$ cat config.mk
export PLATFORM = sky130hd
export DESIGN_NAME = frt_core
export DESIGN_NICKNAME = d
export VERILOG_FILES = /design/src/hw/frt_core.v /design/src/hw/frt_timer.v
export VERILOG_INCLUDE_DIRS = /design/src /design/src/hw
export SDC_FILE = /design/constraint.sdc
export NUM_CORES = 1
export LEC_CHECK = 0
export BUFFER_PORTS_ARGS = -buffer_cell sky130_fd_sc_hd__buf_2
export CAP_MARGIN = 20
export CORE_MARGIN = 2
export CORE_UTILIZATION = 39
export DETAILED_ROUTE_END_ITERATION = 8
export SYNTH_ARGS = -nofsm -noshare
export SYNTH_HDL_FRONTEND = slang
export SYNTH_HIERARCHICAL = 1
export SYNTH_SLANG_ARGS = --single-unit
$ cat constraint.sdc
create_clock -name core_clk_i -period 3.55 [get_ports core_clk_i]
set_input_delay 0.71 -clock core_clk_i [delete_from_list [all_inputs] [get_ports core_clk_i]]
set_output_delay 0.71 -clock core_clk_i [all_outputs]
set_load 0.01 [all_outputs]
$ cat src/hw/frt_map.vh
// Constants for the over-temperature fault retry policy block.
// Assumes it is included by its bare name from the design files.
`ifndef FRT_MAP_VH
`define FRT_MAP_VH

// Register byte addresses on the plain register port.
`define FRT_ADDR_RESPONSE 8'h00
`define FRT_ADDR_UNIT 8'h04
`define FRT_ADDR_CONTROL 8'h08
`define FRT_ADDR_STATUS 8'h0c

// Fault response setting fields.
`define FRT_RESP_HI 7
`define FRT_RESP_LO 6
`define FRT_RETRY_HI 5
`define FRT_RETRY_LO 3
`define FRT_DELAY_HI 2
`define FRT_DELAY_LO 0
`define FRT_RESPONSE_RST 8'h80

// Response codes.
`define FRT_RESP_IGNORE 2'h0
`define FRT_RESP_DELAY 2'h1
`define FRT_RESP_DISABLE 2'h2
`define FRT_RESP_LATCH 2'h3

// Retry codes with their own meaning.
`define FRT_RETRY_NONE 3'h0
`define FRT_RETRY_FIVE 3'h5
`define FRT_RETRY_SIX 3'h6
`define FRT_RETRY_FOREVER 3'h7

// Control register: write one to clear a latched fault.
`define FRT_CTRL_CLEAR 0

// Status register fields.
`define FRT_STAT_STATE_HI 2
`define FRT_STAT_STATE_LO 0
`define FRT_STAT_COUNT_HI 5
`define FRT_STAT_COUNT_LO 3
`define FRT_STAT_FAULT 8
`define FRT_STAT_POWER 9
`define FRT_STAT_LATCH 10

// Default length of one delay time unit: 1 ms of 25 MHz clocks.
`define FRT_UNIT_RST 16'h61a8

`endif

$ cat src/hw/frt_core.v
// Over-temperature fault response: delay, retry and latched shutdown.
// Assumes fault and command inputs come from pins outside this clock.
//
// Behaviour
// (RULE1) Retry code 101 allows five restart attempts.
// (RULE2) Retry code 110 allows six restart attempts.
// (RULE3) Exhausted retries latch output off until cleared.
// (RULE4) Code 111 retries forever until stopped.
// (RULE5) Three-bit delay counts time units.
// (RULE6) Spacing runs from attempt start to next.
// (RULE7) Time unit length comes from separate register.
// (RULE8) Delay codes 3..6 give 8..64 units.
// (RULE9) Response 00 ignores the fault entirely.
// (RULE10) Response 01 runs for delay, then retries.
// (RULE11) Response 10 disables at once, then retries.
// (RULE12) Retry code 000 never restarts, stays latched.
// (RULE13) Codes 0,1,2,7 give 1,2,4,128 units.
//
// The implementer's own choices: strobed register access and the register addresses.
`include "frt_map.vh"
`default_nettype none

module frt_core (
  // Clock and reset.
  input wire core_clk_i,
  input wire sys_rst_i,
  // Register port.
  input wire [7:0] reg_addr_i,
  input wire [15:0] reg_wdata_i,
  input wire reg_wr_i,
  input wire reg_rd_i,
  output reg [15:0] reg_rdata_o,
  // Converter pins.
  input wire ot_fault_i,
  input wire run_cmd_i,
  input wire other_fault_i,
  // Converter control.
  output reg power_en_o,
  output reg fault_latched_o,
  output reg retrying_o
);

  // Control states.
  localparam ST_OFF = 3'h0;
  localparam ST_RUN = 3'h1;
  localparam ST_DELAY = 3'h2;
  localparam ST_RETRY = 3'h3;
  localparam ST_LATCH = 3'h4;

  // Delay code to number of time units, doubling per step.
  function [7:0] delay_units;
    input [2:0] code;
    begin
      delay_units = 8'h01 << code; // RULE8 RULE13
    end
  endfunction

  // Retry code to attempt limit; code 111 never reaches it.
  function [2:0] retry_limit;
    input [2:0] code;
    begin
      retry_limit = code; // RULE1 RULE2
    end
  endfunction

  reg [7:0] resp_q;
  reg [15:0] unit_q;
  reg [1:0] fault_s_q;
  reg [1:0] run_s_q;
  reg [1:0] other_s_q;
  reg run_prev_q;
  reg [2:0] state_q;
  reg [2:0] state_d;
  reg [2:0] count_q;
  reg [2:0] count_d;
  reg tmr_start;
  reg tmr_stop;
  wire tmr_done;
  wire fault_w;
  wire run_w;
  wire other_w;
  wire clear_wr;
  wire run_rise;
  wire [1:0] resp_w;
  wire [2:0] retry_w;
  wire [2:0] delay_w;

  assign fault_w = fault_s_q[1];
  assign run_w = run_s_q[1];
  assign other_w = other_s_q[1];
  assign resp_w = resp_q[`FRT_RESP_HI:`FRT_RESP_LO];
  assign retry_w = resp_q[`FRT_RETRY_HI:`FRT_RETRY_LO];
  assign delay_w = resp_q[`FRT_DELAY_HI:`FRT_DELAY_LO]; // RULE5
  assign clear_wr = reg_wr_i && (reg_addr_i == `FRT_ADDR_CONTROL) &&
                    reg_wdata_i[`FRT_CTRL_CLEAR];
  assign run_rise = run_w && !run_prev_q;

  // Two-stage synchronisers for the pin inputs.
  always @(posedge core_clk_i or posedge sys_rst_i) begin
    if (sys_rst_i) begin
      fault_s_q <= 2'h0;
      run_s_q <= 2'h0;
      other_s_q <= 2'h0;
      run_prev_q <= 1'b0;
    end else begin
      fault_s_q <= {fault_s_q[0], ot_fault_i};
      run_s_q <= {run_s_q[0], run_cmd_i};
      other_s_q <= {other_s_q[0], other_fault_i};
      run_prev_q <= run_w;
    end
  end

  // Register writes; the unit length lives apart from the response.
  always @(posedge core_clk_i or posedge sys_rst_i) begin
    if (sys_rst_i) begin
      resp_q <= `FRT_RESPONSE_RST;
      unit_q <= `FRT_UNIT_RST;
    end else if (reg_wr_i) begin
      if (reg_addr_i == `FRT_ADDR_RESPONSE) begin
        resp_q <= reg_wdata_i[7:0];
      end
      if (reg_addr_i == `FRT_ADDR_UNIT) begin
        unit_q <= reg_wdata_i; // RULE7
      end
    end
  end

  // Register reads answer in the next cycle only; unmapped reads give 0.
  always @(posedge core_clk_i or posedge sys_rst_i) begin
    if (sys_rst_i) begin
      reg_rdata_o <= 16'h0000;
    end else if (reg_rd_i) begin
      case (reg_addr_i)
        `FRT_ADDR_RESPONSE: reg_rdata_o <= {8'h00, resp_q};
        `FRT_ADDR_UNIT: reg_rdata_o <= unit_q;
        `FRT_ADDR_STATUS: reg_rdata_o <= {5'h00, fault_latched_o,
                                          power_en_o, fault_w, 2'h0,
                                          count_q, state_q};
        default: reg_rdata_o <= 16'h0000;
      endcase
    end else begin
      reg_rdata_o <= 16'h0000;
    end
  end

  // Next state. Off commands and other faults override everything and
  // also clear a latched fault; a clear write in the same cycle as a
  // latching event loses to the event.
  always @* begin
    state_d = state_q;
    count_d = count_q;
    tmr_start = 1'b0;
    tmr_stop = 1'b0;
    if (!run_w || other_w) begin
      state_d = ST_OFF; // RULE4
      count_d = 3'h0;
      tmr_stop = 1'b1;
    end else begin
      case (state_q)
        ST_OFF: begin
          if (run_rise || !fault_w || resp_w == `FRT_RESP_IGNORE) begin
            state_d = ST_RUN;
          end
        end
        ST_RUN: begin
          if (fault_w) begin
            case (resp_w)
              `FRT_RESP_IGNORE: state_d = ST_RUN; // RULE9
              `FRT_RESP_DELAY: begin
                state_d = ST_DELAY; // RULE10
                tmr_start = 1'b1;
              end
              `FRT_RESP_DISABLE: begin
                if (retry_w == `FRT_RETRY_NONE) begin
                  state_d = ST_LATCH; // RULE12
                end else begin
                  state_d = ST_RETRY; // RULE11
                  tmr_start = 1'b1;
                end
              end
              default: state_d = ST_LATCH;
            endcase
          end
        end
        ST_DELAY: begin
          if (!fault_w) begin
            state_d = ST_RUN;
            tmr_stop = 1'b1;
          end else if (tmr_done) begin
            if (retry_w == `FRT_RETRY_NONE) begin
              state_d = ST_LATCH; // RULE12
            end else begin
              state_d = ST_RETRY; // RULE10
              tmr_start = 1'b1;
            end
          end
        end
        ST_RETRY: begin
          if (tmr_done) begin
            count_d = count_q + 3'h1;
            if (!fault_w) begin
              state_d = ST_RUN;
              count_d = 3'h0;
            end else if (retry_w != `FRT_RETRY_FOREVER &&
                         count_q + 3'h1 >= retry_limit(retry_w)) begin
              state_d = ST_LATCH; // RULE1 RULE2 RULE3
            end else begin
              tmr_start = 1'b1; // RULE6
              if (retry_w == `FRT_RETRY_FOREVER) begin
                count_d = 3'h0; // RULE4
              end
            end
          end
        end
        ST_LATCH: begin
          if (clear_wr || run_rise) begin
            state_d = ST_RUN; // RULE3
            count_d = 3'h0;
          end
        end
        default: state_d = ST_OFF;
      endcase
    end
  end

  // State and output flops.
  always @(posedge core_clk_i or posedge sys_rst_i) begin
    if (sys_rst_i) begin
      state_q <= ST_OFF;
      count_q <= 3'h0;
      power_en_o <= 1'b0;
      fault_latched_o <= 1'b0;
      retrying_o <= 1'b0;
    end else begin
      state_q <= state_d;
      count_q <= count_d;
      power_en_o <= (state_d == ST_RUN) || (state_d == ST_DELAY);
      fault_latched_o <= (state_d == ST_LATCH); // RULE3
      retrying_o <= (state_d == ST_RETRY);
    end
  end

  // Delay and spacing timer.
  frt_timer u_timer (
    .core_clk_i(core_clk_i),
    .sys_rst_i(sys_rst_i),
    .start_i(tmr_start),
    .stop_i(tmr_stop),
    .units_i(delay_units(delay_w)),
    .unit_cycles_i(unit_q),
    .done_o(tmr_done),
    .busy_o()
  );

endmodule

`default_nettype wire

$ cat src/hw/frt_timer.v
// Delay timer: counts a number of time units, each a number of clocks.
// Assumes start is a one-cycle pulse from logic on the same clock.
`default_nettype none

module frt_timer (
  // Clock and reset.
  input wire core_clk_i,
  input wire sys_rst_i,
  // Control.
  input wire start_i,
  input wire stop_i,
  input wire [7:0] units_i,
  input wire [15:0] unit_cycles_i,
  // Result.
  output reg done_o,
  output wire busy_o
);

  reg [15:0] pre_q;
  reg [7:0] units_q;
  reg run_q;

  assign busy_o = run_q;

  // Prescaler marks each time unit; the unit counter ends the delay.
  // A start while running restarts the measurement from this cycle.
  always @(posedge core_clk_i or posedge sys_rst_i) begin
    if (sys_rst_i) begin
      pre_q <= 16'h0000;
      units_q <= 8'h00;
      run_q <= 1'b0;
      done_o <= 1'b0;
    end else begin
      done_o <= 1'b0;
      if (stop_i) begin
        run_q <= 1'b0;
      end else if (start_i) begin
        run_q <= 1'b1;
        pre_q <= 16'h0001;
        units_q <= units_i;
      end else if (run_q) begin
        if (pre_q >= unit_cycles_i) begin
          pre_q <= 16'h0001;
          if (units_q <= 8'h01) begin
            run_q <= 1'b0;
            done_o <= 1'b1;
          end else begin
            units_q <= units_q - 8'h01;
          end
        end else begin
          pre_q <= pre_q + 16'h0001;
        end
      end
    end
  end

endmodule

`default_nettype wire

# == Word level (Yosys, flattened, before mapping) ==
# Cells that the tools add are included.
# word_totals
regBits,82
inputBits,31
# classes
add_sub_neg,3
magnitude_cmp,3
n_eq_ne,18
shifts,1
mux,51
bitwise_logic,1
n_reduce_logical,24
# ops
operator,n
$mux W16,4
$mux W3,16
$pmux W16 S3,1
$mux W8,4
$mux W1,21
$add A16 B1 Y16 const B,1
$eq A8 B4 Y1 const B,2
$ge A16 B16 Y1,1
$pmux W3 S5,1
$eq A3 B2 Y1 const B,4
$eq A3 B3 Y1 const B,3
$pmux W3 S3,1
$eq A8 B3 Y1 const B,1
$le A8 B1 Y1 const B,1
$logic_not A8 Y1,1
$shl A1 B3 Y8 const A,1
$sub A8 B1 Y8 const B,1
$eq A3 B1 Y1 const B,2
$logic_not A3 Y1,2
$ne A3 B3 Y1 const B,2
$pmux W3 S2,1
$reduce_and A2 Y1,3
$logic_or A1 B1 Y1,5
$logic_and A1 B1 Y1,4
other kinds (15),18

# == Depth between registers and ports, before layout ==
# Gate-level depths: netlist of the first run.
# logic_depth
word_depth,10
mapped_depth,15
depth_no_buf,14

# == By module ==
# The synthesis of the first run kept the hierarchy.
# by_module_without_submodules
mod,n_inst,cells_each,area_per_inst_um2
frt_core,1,220,2710.1
frt_timer,1,213,1829.3

# == Worst setup path after synthesis of the first run ==
# OpenSTA, ideal clock, no wires.
# synth_timing
path_type,register to register
startpoint,register count_q[0]
endpoint,register u_timer.units_q[2]
setup_ns,0.120
t_arrival_ns,2.925
t_required_ns,3.430
setup_slack_ns,0.505
path_stages_with_launch,16
path_buffers,2
path_cell_list,dfrtp_1 ha_1 xor2_1 ha_1 nand2_1 o21ai_1 a21oi_1 a22oi_1 nor2b_1 buf_4 nor4_1 and2b_2 o211ai_1 and2_1 buf_6 o211a_1
# synth_via
elab_chain_cells,10
# synth_rtl
element,line_no,rtl
start: declaration,frt_core.v:74,reg [2:0] count_q;
start signal: assignment,frt_core.v:236,count_q <= count_d;
$add A3 B1 Y3 *,frt_core.v:205,count_q + 3'h1 >= retry_limit(retry_w)) begin
$ge A3 B3 Y1 *,frt_core.v:205,
$logic_and A1 B1 Y1 *,frt_core.v:204,end else if (retry_w != `FRT_RETRY_FOREVER &&
$mux W1 *,frt_core.v:204,
$mux W1 *,frt_core.v:201,if (!fault_w) begin
$mux W1 *,frt_core.v:199,if (tmr_done) begin
$pmux W1 S3 *,frt_core.v:159,case (state_q)
$mux W1 *,frt_core.v:154,if (!run_w || other_w) begin
via tmr_start,frt_core.v:76,reg tmr_start;
$ne A2 B2 Y1 (no source line) / $reduce_bool A2 Y1 (equally long branches),-,
$reduce_and A4 Y1 (no source line),-,
end signal: assignment,frt_timer.v:40,units_q <= units_i;
end signal: assignment,frt_timer.v:48,units_q <= units_q - 8'h01;
end: declaration,frt_timer.v:20,reg [7:0] units_q;
# Mark *: on every way through the listed nets, which the timed path passes. The rest lies on a longest branch.
# A chain may end at the register's enable or synchronous reset.

# == Worst setup path in the final report of the first run ==
# Ends and elaborated chain as after synthesis.

==> results.toml, run 1 <==
[status]
status = "complete, no violations"

[route]
avgRoutedWirePerCell_um = 16.1
avgViaCountPerCell = 5.30
drt-initial-drc-count = 223
vias = 3380
drc_errors = 0
route.antenna.remaining_nets = 0
drt_pre_antenna_iters = 4
wl_um = 10300

[synth]
flop_and_latch_count_out_of_synthesis = 82
synth.cell_area_mm2 = 0.00454
synth_edf_count = 0
async_flop_share_pct = 100
synth.distinct_cells = 67
synth-main-ff-cell = "dfrtp_1"
synth_nets = 491
syn_area_per_cell_um2 = 10.5
synth.yosys.warnings = 6
cells_after_synth = 433
synth-seq-area-share_pct = 45.4

[critical_path]
end_kind = "flop"
timing.setup.critical_path_class = "flop to flop"
r2r_slack_ps = 320
critPathMaxFanout = 9
rr_startpoint = "count_q[0]"
worst_ep_arrival_time_ps = 3450
rr_endpoint = "u_timer/units_q[2]"
worst_setup_path_start_kind = "flop"
worst-r2r-cell-count = 12
worst_ep_required_time_ps = 3770

[floorplan]
placement_rows = 39
die_h_um = 112
floorplan_die_width_um = 112
starting_density_of_the_core_pct = 39.9
design.core.area_mm2 = 0.0114
num_io_pins = 50
floorplan.die_area_mm2 = 0.0125

[global_route]
globalRouteOverflowTotal = 0
use_met3_pct = 3.43
antenna_found_initial = 0
grt_pass1_vias = 3378
grt_use_total_pct = 17.2
grt.met1_usage_pct = 24.4
first_pass_grt_wire_length_um = 17200
grt_max_degree = 37
grt_most_used_layer = "met2"
met2_usage_pct = 27.2

[clock_network]
tritoncts_clock_tree = "built"
number_of_buffers_added_by_the_clock_tree_synthesis_step = 9
cts.repair_timing.setup_buffer_count = 0
clock_tree.buffer_depth = 2
cts.clk_slew.worst_paths_ps = 60
clock_insertion_delay_worst_skew_ps = 330
cts_hold_buffers = 0
cts-root-buf = "clkbuf_16"
numClockSinks = 82
cts_max_level = 3

[timing]
maxClockFrequency_mhz = 310
setup_violations = 0
maxSlewViolCount = 0
fin_worst_skew_ps = 6.32
whs_ps = 352
finalCriticalPeriod_ps = 3230
setup_total_negative_slack_ps = 0
worst_margin_slew_ps = 637
final.period_utilization_pct = 91.0
hold_violations = 0
grt_setup_unrepaired = "false"
slew_headroom_pct = 57.1

[cells_and_area]
mostFrequentLayoutCell = "dfrtp_1"
n_antenna_cell = 0
areaGrowthSynthToFinish_pct = 17.3
layout.cell_area.non_filler_mm2 = 0.00532
final_net_count = 548
drive_above_1_share_pct = 26.5
layout_common_cells = "75 x dfrtp_1, 49 x buf_2, 41 x nor2_1"

[worst_hold_path]
timing.hold.worst_path_depth = 0
holdPathEnd = "run_s_q[1]"
worst_hold_startpoint = "run_s_q[0]"
hold_path.class = "flop to flop"

[placed_design]
post_dp_cell_area_mm2 = 0.00495
place_congestion = 0.918
io_buffers = 49
detail_placement_hpwl_um = 7600

[power]
power.static_leakage_nw = 2.55
vdd.ir_drop.worst_uv = 299
pwr_dens_mw_per_mm2 = 423

[job]
max_cap_viol_count = 0
-- critical path: stages (launching register included) --
cell and delay [ps]:
dfrtp_1 420, ha_1 230, xor2_1 170, ha_1 290
nand2_1 50, o21ai_1 190, a21oi_2 110, a22oi_1 220
nor2b_2 100, nor4_1 600, a31oi_4 230, and2_1 270
o211a_1 230
-- worst max path at each step --
stage	endpoint	slack (ps)	start
after floorplan	u_timer/units_q[2]	500	count_q[0]
after global placement	u_timer/pre_q[12]	320	count_q[0]
after detailed placement	u_timer/pre_q[12]	200	count_q[0]
after CTS	u_timer/pre_q[12]	180	count_q[0]
after global routing	u_timer/units_q[5]	30	count_q[0]
final	u_timer/units_q[2]	320	count_q[0]
-- state kept, by name, indices dropped and copies added, names as in the netlist --
name	cells
count_q	3
fault_latched_o	1
fault_s_q	2
other_s_q	2
power_en_o	1
reg_rdata_o	16
resp_q	8
retrying_o	1
run_prev_q	1
run_s_q	2
state_q	3
u_timer/busy_o	1
u_timer/done_o	1
u_timer/pre_q	16
u_timer/units_q	8
unit_q	16
-- where the power goes --
| group | internal (W) | leakage [nW] | switching (W) |
|---|---|---|---|
| clock network | 0.000687 | 0.166 | 0.000375 |
| logic | 0.0000923 | 1.28 | 0.000114 |
| registers | 0.000960 | 1.10 | 0.0000243 |
-- routing by layer --
metal  share of wire [%]  routed length [µm]  vias up
li1                    -                   -     1652
met1                  50                5090     1664
met2                  46                4750       59
met3                 3.3                 344        5
met4                0.75                  77        0
met5                   0                   0        -
-- what timing repair did --
item | CTS | global route
endpoints found under the hold margin | 0 | 0
endpoints found under the setup margin | 0 | 7
gates resized for setup | 0 | 2
-- cell usage after synthesis (3+ instances only) --
master | count | share of area (%)
nor4_1 | 4 | 0.55
dfstp_2 | 7 | 4.1
ha_1 | 27 | 7.4
mux2_2 | 20 | 5.0
and3_1 | 4 | 0.55
or3_1 | 5 | 0.69
and3b_1 | 3 | 0.58
buf_6 | 3 | 0.74
a22oi_1 | 8 | 1.3
o21ai_0 | 13 | 1.4
nand2_1 | 31 | 2.6
nor3_1 | 12 | 1.3
and2_1 | 7 | 0.96
inv_1 | 34 | 2.8
mux2_1 | 3 | 0.74
nor2_1 | 41 | 3.4
nand3_1 | 7 | 0.77
o21ai_1 | 4 | 0.44
buf_2 | 3 | 0.33
clkbuf_1 | 4 | 0.33
nor3b_1 | 4 | 0.66
mux2i_1 | 6 | 1.3
nor2b_1 | 8 | 1.1
xnor2_1 | 7 | 1.4
dfrtp_1 | 75 | 41
nand3b_1 | 3 | 0.50
xor2_1 | 5 | 0.96
mux2_4 | 10 | 3.3
nand4_1 | 12 | 1.7
a21oi_1 | 18 | 2.0
-- metrics by stage --
step | worst slack [ps] | util (%) | std cells | total power, W
global placement | 316 | 43.5 | 621 | 0.00120
CTS | 179 | 46.5 | 637 | 0.00228
finish | 319 | 46.8 | 638 | 0.00225
global route | 25.4 | 46.8 | 638 | 0.00235
detailed placement | 196 | 43.5 | 621 | 0.00120
floorplan | 505 | - | 433 | 0.00113
-- cell families (layout without fill, tap and decap cells) --
| group | count (synthesis) | in the layout | synth area share (%) |
|---|---|---|---|
| AND/OR/NAND/NOR | 153 | 153 | 18.1 |
| flip-flops | 82 | 82 | 45.4 |
| XOR/XNOR | 12 | 12 | 2.32 |
| buffers and inverters | 47 | 109 | 4.63 |
| AO/OA/AOI/OAI | 73 | 73 | 11.8 |
| adder cells (fa/ha/maj) | 27 | 27 | 7.44 |
| multiplexers | 39 | 39 | 10.3 |
-- area by class of cell --
cell class	count	area (µm²)
multi-input combinational	304	2270
inverter	34	128
fill	1066	6050
clock inverter	7	116
timing repair buffer	59	340
tap	143	179
clock buffer	9	225
sequential	82	2060
No activity file was read; power rests on OpenSTA's default activity.
==> run 2, diff against run 1 <==
--- a/config.mk
+++ b/config.mk
@@ -11,6 +11,7 @@
 export CORE_MARGIN = 2
 export CORE_UTILIZATION = 39
 export DETAILED_ROUTE_END_ITERATION = 8
+export PLACE_DENSITY = 0.58
 export SYNTH_ARGS = -nofsm -noshare
 export SYNTH_HDL_FRONTEND = slang
 export SYNTH_HIERARCHICAL = 1
==> results.toml, run 2 (synthesized netlist as in run 1, its figures left out) <==
[critical_path]
critPathMaxFanout = 6
worst_ep_arrival_time_ps = 3540
rr_endpoint = "u_timer/pre_q[12]"
worst_ep_required_time_ps = 3820
worst-r2r-cell-count = 13
rr_startpoint = "count_q[0]"
r2r_slack_ps = 280
worst_setup_path_start_kind = "flop"
timing.setup.critical_path_class = "flop to flop"
end_kind = "flop"

[power]
pwr_dens_mw_per_mm2 = 398
power.static_leakage_nw = 2.53
finalPower_w = 0.00211
vdd.ir_drop.worst_uv = 307

[timing]
setup_slack_ps = 280
slew_headroom_pct = 43.2
setup_violations = 0
finalCriticalPeriod_ps = 3270
hold_violations = 0
whs_ps = 349
final.period_utilization_pct = 92.1
grt_setup_unrepaired = "false"
worst_margin_slew_ps = 850
fin_worst_skew_ps = 7.26
maxSlewViolCount = 0
maxClockFrequency_mhz = 306
setup_total_negative_slack_ps = 0

[floorplan]
die_h_um = 112
num_io_pins = 50
design.core.area_mm2 = 0.0114
floorplan_die_width_um = 112
floorplan.die_area_mm2 = 0.0125
placement_rows = 39
starting_density_of_the_core_pct = 39.9

[cells_and_area]
areaGrowthSynthToFinish_pct = 16.6
multiInputGateArea_mm2 = 0.00228
final_net_count = 551
ff_latch_area_mm2 = 0.00206
drive_above_1_share_pct = 26.5
layout_common_cells = "75 x dfrtp_1, 49 x buf_2, 41 x nor2_1"
n_antenna_cell = 0
mostFrequentLayoutCell = "dfrtp_1"
layout.cell_area.non_filler_mm2 = 0.00529
reg.largest.list = "reg_rdata_o: 16 flops, u_timer/pre_q: 16 flops, unit_q: 16 flops"
layout.filler_cells = 1065

[global_route]
grt_use_total_pct = 18.1
grt_max_degree = 42
first_pass_grt_wire_length_um = 17800
grt_pass1_vias = 3522
globalRouteOverflowTotal = 0
antenna_found_initial = 0

[worst_hold_path]
worst_hold_startpoint = "other_s_q[0]"
timing.hold.worst_path_depth = 0
holdPathEnd = "other_s_q[1]"
hold_path.class = "flop to flop"

[clock_network]
clock_tree.buffer_depth = 2
number_of_buffers_added_by_the_clock_tree_synthesis_step = 9
cts_hold_buffers = 0
cts_max_level = 3
cts-root-buf = "clkbuf_16"
numClockSinks = 82
clock_insertion_delay_worst_skew_ps = 350
cts.clk_slew.worst_paths_ps = 60
tritoncts_clock_tree = "built"

[placed_design]
placement.setup.worst_slack_ps = 208
detail_placement_hpwl_um = 7680
post_dp_cell_area_mm2 = 0.00495
io_buffers = 49
place_congestion = 0.850

[route]
route.antenna.remaining_nets = 0
avgViaCountPerCell = 5.27
drc_errors = 0
wl_um = 10400
drt-initial-drc-count = 138
vias = 3378
drt_pre_antenna_iters = 4
avgRoutedWirePerCell_um = 16.3

[job]
max_cap_viol_count = 0

[status]
status = "complete, no violations"
==> run 2: metrics by stage <==
stage                     cells  util, %
final                       641     46.6
after global routing        641     46.6
after CTS                   637     46.1
after detailed placement    621     43.5
after global placement      621     43.5
after floorplan             433        -
==> run 2: metal layers <==
metal / part of all wire, % / global-route usage [%] / wire, µm
met1: 49 / 23.9 / 5130
met3: 3.7 / 4.68 / 383
met4: 1.7 / 5.93 / 177
met2: 45 / 29.3 / 4730
met5: 0 / 0 / 0
==> run 2: how the worst max path moves through the flow <==
stage / slack, ps / cells past startpoint / start / end
2_1_floorplan: 500 / 15 / count_q[0] / u_timer/units_q[2]
3_3_place_gp: 290 / 13 / count_q[0] / u_timer/units_q[1]
3_5_place_dp: 210 / 13 / count_q[0] / u_timer/units_q[1]
4_1_cts: 190 / 13 / count_q[0] / u_timer/units_q[1]
5_1_grt: 10 / 13 / count_q[0] / u_timer/pre_q[12]
6_report: 280 / 13 / count_q[0] / u_timer/pre_q[12]
==> run 2: area by class of cell <==
class	count	share of cell area, %
Sequential cell	82	38.9
Clock inverter	5	1.04
Multi-Input combinational cell	304	43.0
Inverter	34	2.41
Clock buffer	11	4.40
Tap cell	143	3.38
Timing Repair Buffer	62	6.85
==> run 2: timing repair <==
item | 4_1_cts | 5_1_grt
setup endpoints to repair | 0 | 7
gates resized for setup | 0 | 2
buffers inserted | 0 | 3
==> run 2: critical path, cell delays in order, from the launching register on <==
cell	delay [ps]
dfrtp_1	430
ha_1	230
xor2_1	170
ha_1	290
a21oi_1	120
o21ai_1	90
a21oi_1	270
a22oi_1	140
nor2b_1	260
o21ba_2	260
and3_1	250
nand3_1	180
or3_1	380
a21oi_1	140
==> run 2: where the power goes <==
part | switching [W] | internal [W]
registers | 0.0000273 | 0.000960
logic | 0.000109 | 0.0000915
clock network | 0.000378 | 0.000543
